`src/rtl/anreg_pkg.sv`:
```
// constants for the negotiation status and datapath config registers
package anreg_pkg;

  // bus geometry
  localparam int ANREG_ADDR_W = 8;
  localparam int ANREG_DATA_W = 32;
  localparam int ANREG_IDX_W = 6;
  typedef logic [ANREG_IDX_W-1:0] anreg_idx_t;
  typedef logic [15:0] anreg_word_t;

  // register indices, byte address is four times the index
  localparam anreg_idx_t IDX_LP_ABILITY = 6'h05;
  localparam anreg_idx_t IDX_EXPANSION = 6'h06;
  localparam anreg_idx_t IDX_CONFIG = 6'h10;
  localparam anreg_idx_t IDX_IRQ_STATUS = 6'h20;
  localparam anreg_idx_t IDX_IRQ_MASK = 6'h21;

  // link partner ability fields
  localparam int LP_SEL_LSB = 0;
  localparam int LP_SEL_MSB = 4;
  localparam int LP_ABIL_LSB = 5;
  localparam int LP_ABIL_MSB = 8;
  localparam logic [8:0] LP_RESET = 9'h000;

  // expansion register fields
  localparam int EXP_AN_ABLE = 0;
  localparam int EXP_PAGE_RX = 1;
  localparam int EXP_LOCAL_NP = 2;
  localparam int EXP_PARTNER_NP = 3;
  localparam int EXP_PD_FAULT = 4;
  localparam int EXP_RSVD_LSB = 5;

  // datapath config fields
  localparam int CFG_TX_MODE = 10;
  localparam int CFG_REPEATER = 11;
  localparam int CFG_FORCE_SD = 12;
  localparam int CFG_BYP_ALIGN = 13;
  localparam int CFG_BYP_SCR = 14;
  localparam int CFG_BYP_CODING = 15;
  localparam int CFG_LSB = 10;
  localparam logic [5:0] CFG_RESET = 6'h01;

  // interrupt status and mask fields
  localparam int IRQ_W = 3;
  localparam int IRQ_PAGE_RX = 0;
  localparam int IRQ_PD_FAULT = 1;
  localparam int IRQ_LP_UPDATE = 2;
  localparam logic [IRQ_W-1:0] IRQ_RESET = 3'h0;

endpackage

```
`src/rtl/anreg_top.sv`:
```
// negotiation status and datapath config register bank behind apb
`timescale 1ns/1ps
`default_nettype none
module anreg_top (
  // clock, reset, enable
  input wire logic MCLK,
  input wire logic RESET_N,
  input wire logic CE,
  // apb slave
  input wire logic PSEL,
  input wire logic PENABLE,
  input wire logic PWRITE,
  input wire logic [anreg_pkg::ANREG_ADDR_W-1:0] PADDR,
  input wire logic [anreg_pkg::ANREG_DATA_W-1:0] PWDATA,
  output logic [anreg_pkg::ANREG_DATA_W-1:0] PRDATA,
  output logic PREADY,
  output logic PSLVERR,
  // negotiation engine, same clock
  input wire logic LP_LOAD,
  input wire logic [8:0] LP_ABILITY_IN,
  input wire logic PAGE_RX_PULSE,
  input wire logic PD_FAULT_PULSE,
  input wire logic PARTNER_NP_IN,
  input wire logic PARTNER_AN_IN,
  // strap and analog pins
  input wire logic STRAP_BYPASS_CODING,
  input wire logic STRAP_REPEATER,
  input wire logic SIGNAL_DETECT_PIN,
  // datapath controls
  output logic BYPASS_CODING,
  output logic BYPASS_SCRAMBLE,
  output logic BYPASS_ALIGN,
  output logic FORCE_SD,
  output logic REPEATER_MODE,
  output logic TX_MODE,
  output logic SIGNAL_DETECT_OUT,
  // interrupt
  output logic IRQ
);
  import anreg_pkg::*;

  // state
  logic [8:0] lp_reg, lp_next;
  logic pd_fault_reg, pd_fault_next;
  logic page_rx_reg, page_rx_next;
  logic partner_np_reg;
  logic partner_an_reg;
  logic [5:0] cfg_reg, cfg_next;
  logic strap_done_reg;
  logic [IRQ_W-1:0] status_reg, status_next;
  logic [IRQ_W-1:0] mask_reg, mask_next;
  logic irq_reg;
  logic [ANREG_DATA_W-1:0] prdata_reg;
  logic pready_reg, pslverr_reg;
  logic sd_out_reg;
  // pin synchronisers, no reset so they flush during reset
  logic [2:0] pin_s1, pin_s2;

  // address decode
  wire anreg_idx_t idx = PADDR[ANREG_ADDR_W-1:2];
  wire logic setup = PSEL & ~PENABLE;
  wire logic done = PSEL & PENABLE & pready_reg;
  wire logic hit_lp = (idx == IDX_LP_ABILITY);
  wire logic hit_exp = (idx == IDX_EXPANSION);
  wire logic hit_cfg = (idx == IDX_CONFIG);
  wire logic hit_st = (idx == IDX_IRQ_STATUS);
  wire logic hit_mask = (idx == IDX_IRQ_MASK);
  wire logic mapped = hit_lp | hit_exp | hit_cfg | hit_st | hit_mask;
  wire logic wr_done = done & PWRITE & mapped;
  wire logic rd_done = done & ~PWRITE;
  wire logic exp_rd = rd_done & hit_exp;
  wire logic st_rd = rd_done & hit_st;

  // read data is taken at the setup edge and flags clear at the
  // completion edge, so a flag event landing on that setup edge is
  // cleared unseen; the negotiation engine must space its pulses
  // read views, reserved bits zero
  wire anreg_word_t lp_view = {7'h00, lp_reg};
  wire anreg_word_t exp_view = {11'h000, pd_fault_reg, partner_np_reg,
    1'b0, page_rx_reg, partner_an_reg};
  wire anreg_word_t cfg_view = {cfg_reg, 10'h000};
  wire anreg_word_t st_view = {13'h0000, status_reg};
  wire anreg_word_t mask_view = {13'h0000, mask_reg};
  wire anreg_word_t rd_mux = hit_lp ? lp_view :
    hit_exp ? exp_view :
    hit_cfg ? cfg_view :
    hit_st ? st_view :
    hit_mask ? mask_view : 16'h0000;

  // partner ability loads only from negotiation logic
  assign lp_next = LP_LOAD ? LP_ABILITY_IN : lp_reg;

  // latched-high flags, a new event beats the read clear
  assign pd_fault_next = PD_FAULT_PULSE | (pd_fault_reg & ~exp_rd);
  assign page_rx_next = PAGE_RX_PULSE | (page_rx_reg & ~exp_rd);

  // the straps are caught one edge after reset release, not during
  // reset, so both synchroniser stages have settled; a config write in
  // that very first cycle loses to the strap capture
  // writable config, straps caught on first enabled edge after reset
  wire logic [5:0] cfg_wr = wr_done & hit_cfg ?
    PWDATA[CFG_BYP_CODING:CFG_LSB] : cfg_reg;
  assign cfg_next = strap_done_reg ? cfg_wr :
    {pin_s2[0], cfg_reg[4:2], pin_s2[1], cfg_reg[0]};

  // an event in the cycle of the status read survives the clear,
  // but an event landing on the setup edge of the read is cleared unseen
  // interrupt status, set beats the clear on read
  wire logic [IRQ_W-1:0] events = {LP_LOAD, PD_FAULT_PULSE, PAGE_RX_PULSE};
  assign status_next = events | (st_rd ? IRQ_RESET : status_reg);
  assign mask_next = wr_done & hit_mask ? PWDATA[IRQ_W-1:0] : mask_reg;

  // no reset here: reset is held long enough for both stages to flush
  // pin synchronisers: coding strap, repeater strap, signal detect
  always_ff @(posedge MCLK) begin
    if (CE) begin
      pin_s1 <= {SIGNAL_DETECT_PIN, STRAP_REPEATER, STRAP_BYPASS_CODING};
      pin_s2 <= pin_s1;
    end
  end

  // negotiation status registers
  always_ff @(posedge MCLK) begin
    if (!RESET_N) begin
      lp_reg <= LP_RESET;
      pd_fault_reg <= 1'b0;
      page_rx_reg <= 1'b0;
      partner_np_reg <= 1'b0;
      partner_an_reg <= 1'b0;
    end else if (CE) begin
      lp_reg <= lp_next;
      pd_fault_reg <= pd_fault_next;
      page_rx_reg <= page_rx_next;
      partner_np_reg <= PARTNER_NP_IN;
      partner_an_reg <= PARTNER_AN_IN;
    end
  end

  // config, interrupt state and signal detect
  always_ff @(posedge MCLK) begin
    if (!RESET_N) begin
      cfg_reg <= CFG_RESET;
      strap_done_reg <= 1'b0;
      status_reg <= IRQ_RESET;
      mask_reg <= IRQ_RESET;
      irq_reg <= 1'b0;
      sd_out_reg <= 1'b0;
    end else if (CE) begin
      cfg_reg <= cfg_next;
      strap_done_reg <= 1'b1;
      status_reg <= status_next;
      mask_reg <= mask_next;
      irq_reg <= |(status_reg & mask_reg);
      sd_out_reg <= pin_s2[2] | cfg_reg[CFG_FORCE_SD-CFG_LSB];
    end
  end

  // pready answers every setup one cycle later, so no wait states;
  // pslverr marks an index that no register decodes
  // apb answer, one wait-free access phase
  always_ff @(posedge MCLK) begin
    if (!RESET_N) begin
      prdata_reg <= 32'h00000000;
      pready_reg <= 1'b0;
      pslverr_reg <= 1'b0;
    end else if (CE) begin
      pready_reg <= setup;
      pslverr_reg <= setup & ~mapped;
      if (setup & ~PWRITE) begin
        prdata_reg <= {16'h0000, rd_mux};
      end
    end
  end

  // outputs straight from flops
  assign PRDATA = prdata_reg;
  assign PREADY = pready_reg;
  assign PSLVERR = pslverr_reg;
  assign BYPASS_CODING = cfg_reg[CFG_BYP_CODING-CFG_LSB];
  assign BYPASS_SCRAMBLE = cfg_reg[CFG_BYP_SCR-CFG_LSB];
  assign BYPASS_ALIGN = cfg_reg[CFG_BYP_ALIGN-CFG_LSB];
  assign FORCE_SD = cfg_reg[CFG_FORCE_SD-CFG_LSB];
  assign REPEATER_MODE = cfg_reg[CFG_REPEATER-CFG_LSB];
  assign TX_MODE = cfg_reg[CFG_TX_MODE-CFG_LSB];
  assign SIGNAL_DETECT_OUT = sd_out_reg;
  assign IRQ = irq_reg;
endmodule // anreg_top
`default_nettype wire

```
`config.mk`:
```
export PLATFORM = sky130hd
export DESIGN_NAME = anreg_top
export DESIGN_NICKNAME = d
export VERILOG_FILES = /design/src/rtl/anreg_pkg.sv /design/src/rtl/anreg_top.sv
export SDC_FILE = /design/constraint.sdc
export NUM_CORES = 1
export LEC_CHECK = 0
export ABC_AREA = 1
export BUFFER_PORTS_ARGS = -buffer_cell sky130_fd_sc_hd__buf_2
export CAP_MARGIN = 20
export CORE_MARGIN = 8
export CORE_UTILIZATION = 42
export CTS_CLUSTER_DIAMETER = 100
export DETAILED_ROUTE_END_ITERATION = 6
export PLACE_DENSITY = 0.81
export SYNTH_ARGS = -nofsm -noshare
export SYNTH_HDL_FRONTEND = slang
export SYNTH_SLANG_ARGS = --single-unit
```
`constraint.sdc`:
```
create_clock -name MCLK -period 1.2 [get_ports MCLK]
set_clock_uncertainty 0.2 [all_clocks]
set_input_delay 0.18 -clock MCLK [delete_from_list [all_inputs] [get_ports MCLK]]
set_output_delay 0.18 -clock MCLK [all_outputs]
set_load 0.05 [all_outputs]
```
Yosys cells after proc, flatten, opt, wreduce, memory -nomap -nowiden --
Cells that the tools add are included.
Word-level totals: bits in registers 52, bits of input ports 63, output and inout port bits 42, word-level logic and storage cells 64
Cells by class: equal/unequal tests 6, muxes and demuxes 8, bitwise gates (word level) 27, reduce and logical (&&, ||, !) cells 6
Operator list (number):
- $mux 16 | 3
- $and 1x1->1 | 14
- $eq 6x3->1 const B | 2
- $eq 6x6->1 const B | 2
- $mux 6 | 2
- $mux 3 | 3
- $reduce_and 2->1 | 4
- $or 1x1->1 | 7
- $eq 6x5->1 const B | 1
- $not 1->1 | 4
- $and 3x3->3 | 1
- $or 3x3->3 | 1
- $reduce_and 3->1 | 1
- $reduce_or 3->1 | 1
- $ne 2x1->1 const B | 1

Longest topological paths before layout --
depth after elaboration 9, depth in mapped cells 9, depth with buffers taken out 9

Worst setup path after synthesis --
Ideal clock, no wire load.
kind register to register, start point register pready_reg (netlist: PREADY), end point register cfg_reg[4], setup time 132 ps, arrival 1487 ps, required time 868 ps, slack -619 ps, stages on the path, launching flop included 8, buffers on the path 0, period minus slack after synthesis 1819 ps, cell sequence dfxtp_1 -> nand3_1 -> nor2_4 -> inv_1 -> nor2_2 -> nand3_2 -> nand2_1 -> a21oi_1
Between the ends: cells in the longest elaborated chain, start to end 5
RTL lines:
- start, declared | line anreg_top.sv:54 | logic pready_reg, pslverr_reg;
- start signal, assigned | line anreg_top.sv:167 | pready_reg <= setup;
- $and 1x1->1 | line anreg_top.sv:62 | wire logic done = PSEL & PENABLE & pready_reg;
- $and 1x1->1 (2 in series) | line anreg_top.sv:69 | wire logic wr_done = done & PWRITE & mapped;
- $and 1x1->1 | line anreg_top.sv:101 | wire logic [5:0] cfg_wr = wr_done & hit_cfg ?
- $reduce_and 3->1 (no line)
- end signal, assigned | line anreg_top.sv:149 | cfg_reg <= cfg_next;
- end, declared | line anreg_top.sv:48 | logic [5:0] cfg_reg, cfg_next;
No other way between the ends. A chain may end at the register's enable or synchronous reset.

Worst setup path after layout --
start point register pready_reg (netlist: PREADY), end point register cfg_reg[0]
Same word-level chain as after synthesis.

==> key figures <==
Die
  – # IOs: 105
  – Initial Utilization: 42.8%
  – Die Area: roughly 8100 um2
  – Die span in x: 90.2 um
  – Die H: 90.2 um
  – Core Area: approximately 5400 um2
  – Standard-cell rows: 27

Timing
  – Final period demand of the worst path: about 1400 ps
  – Fmax: 730 MHz
  – PnR worst setup slack: -169 ps
  – Fin. Hold Viols: 1
  – Slew Viols, Final: 0
  – Fin Hold WS: -7.74 ps
  – Unrepaired setup endpoints after global routing: yes
  – Tcrit/Tclk final: 114%
  – Final setup vio count: 21

Synth
  – Register area share after synthesis: about 47%
  – Synth Cell Area: 2310 um2
  – Distinct cells, synth: 27
  – Yosys reg bits: 51
  – Mapped Cells: approximately 300
  – Syn Area/Cell: 7.74 um2
  – Area leader, netlist: dfxtp_1
  – Share of the synthesized area in the top cell type: 38.9%
  – Yosys warns: 0
  – Top cells by area, synth: dfxtp_1, nand2_1, edfxtp_1

Routing
  – DR vias/cell: ~4.8
  – Post-Route WL: 7180 um
  – Vias post-DR: 2436
  – DRT Pass-1 Iters: 4
  – Remaining DRCs: 0
  – DR iter-0 viols: 166
  – Routed len/inst: 14.3 um
  – Post-DRT Antenna Nets: 0

Layout
  – Final #Nets: 494
  – Commonest non-fill, non-tap cell in the layout: nand2_1
  – Most frequent cells in the layout: nand2_1, buf_4, nor2_1
  – Filler Cells Inserted: between 400 and 500
  – Area Overhead vs Synth: 57.5%
  – Final Cell Area: 3650 um2
  – Largest register FFs: 15
  – Number of diodes: 0
  – Layout cells sized above 1: 40.6%
  – Fin cells: 503

Power and ir drop
  – Sw Share: 28.8%
  – Comb pwr share: about a fifth
  – Clock power share: 29.4%
  – PwrDens: 968 nW/um2
  – Internal Power: ~2.5 mW
  – Worst vdd ir: 0.000944 V
  – Psw: 1.02 mW
  – Register share of total power: 51.8%
  – Leak: 1.64 nW

Global routing
  – Initial antenna violation count: 0
  – All-Layer GR Usage: 17.3%
  – First-pass GRT wire length: 11800 um
  – Largest net degree at the start of global routing: 16
  – Grt ovf: 0
  – Vias in the first global route: between 2k and 3k

Clock tree
  – Clock Latency Late Sink: 300 ps
  – Clock sinks: 51
  – Clock root buffer: clkbuf_8
  – Clock transition at path regs: 90 ps
  – Clk buf depth: 2
  – CTS Buf Count: 5
  – CTS tree: done
  – H-tree levels: 2

Placement
  – DP Area: 2940 um2
  – Port Buffers: between 60 and 70
  – Inst Count DP: 462
  – RD Place Congestion: 0.851
  – Post-DP HPWL: 4910 um

Worst hold path
  – Worst hold path type: in2reg

Critical path
  – Crit end category: register
  – WS Path Type: reg2reg
  – CP required: 1190 ps
  – Startpoint types: register
  – Arrival time worst endpoint: 1350 ps
  – Critical path peak fanout: 5

Run status
  – Status: finished with violations
  – Failing checks: hold timing, setup timing

Job
  – Max_cap viols: 0
==> cells by family after synthesis <==
group / count (synthesis) / share of synthesized area (%)
and+or+nand+nor: 149 / 30.3
DFF: 51 / 46.7
AOI/OAI and AO/OA: 49 / 10.9
buffers and inverters: 49 / 12.0
other: 1 / 0.162
==> critical path: stages (launching register included) <==
cell	delay, ps
dfxtp_4	370
nand3_4	70
nor2_4	120
inv_2	60
nor2_4	170
nand3_4	110
nand2_1	90
nand3_1	70
==> what timing repair did <==
item,4_1_cts,5_1_grt
cloned,0,1
gates resized for setup,84,22
setup buffers,6,3
endpoints found under the hold margin,27,0
hold buffers,24,0
pin swaps,7,6
setup endpoints to repair,39,43
==> synth_stat cells, drive strengths merged <==
master / number
o211ai: 2
nor2: 52
nand3: 23
a21oi: 29
buf: 22
nand2: 62
conb: 1
dfxtp: 45
clkbuf: 5
inv: 20
nor3: 2
edfxtp: 6
nand4: 10
a31oi: 1
clkinv: 2
o21ai: 17
==> cell type report <==
type / count / area [um2] / area share [%]
flip-flops and latches: 51 / 1130 / 30.9
repair inverters: 1 / 5.00 / 0.137
repair buffers: 135 / 1160 / 31.9
clock inverters: 1 / 8.76 / 0.240
well taps: 72 / 90.1 / 2.47
multi-input cells: 215 / 1070 / 29.3
inverters: 22 / 101 / 2.78
clock buffers: 6 / 82.6 / 2.26
==> per-layer routing <==
layer / GRT usage, % / vias up / wire [um]
li1: - / 1204 / -
met5: 0 / - / 0
met4: 5.55 / 0 / 92
met1: 19.8 / 1123 / 2870
met3: 5.74 / 14 / 532
met2: 29.6 / 95 / 3690
==> per-stage QoR <==
stage          worst slack, ps  TNS [ps]  util, %  power (mW)  hold slack (ps)
2_1_floorplan             -200     -1450        -        2.25             78.9
3_3_place_gp              -229     -7120     54.4        2.41              156
5_1_grt                   -234     -3620     67.5        3.69             7.83
4_1_cts                   -146     -1700     65.5        3.52            -25.0
6_report                  -169     -1800     67.5        3.53            -7.74
3_5_place_dp              -307     -8160     54.4        2.42              159
==> path summary, 6_finish.rpt <==
path                       end      start  cells after the start  slack (ps)
min          SIGNAL_DETECT_OUT    RESET_N                      3          -8
max                 cfg_reg[0]     PREADY                      7        -170
min reg2reg          pin_s2[1]  pin_s1[1]                      0         230
max reg2reg         cfg_reg[0]     PREADY                      7        -170
==> power groups by stage <==
stage	clock network (mW)	registers (mW)	logic [mW]
2_1_floorplan	0	1.91	0.347
3_3_place_gp	0	1.87	0.542
3_5_place_dp	0	1.87	0.550
4_1_cts	1.06	1.83	0.636
5_1_grt	1.14	1.84	0.714
6_report	1.04	1.83	0.665
Note: power is estimated with default switching activity, not from simulation.
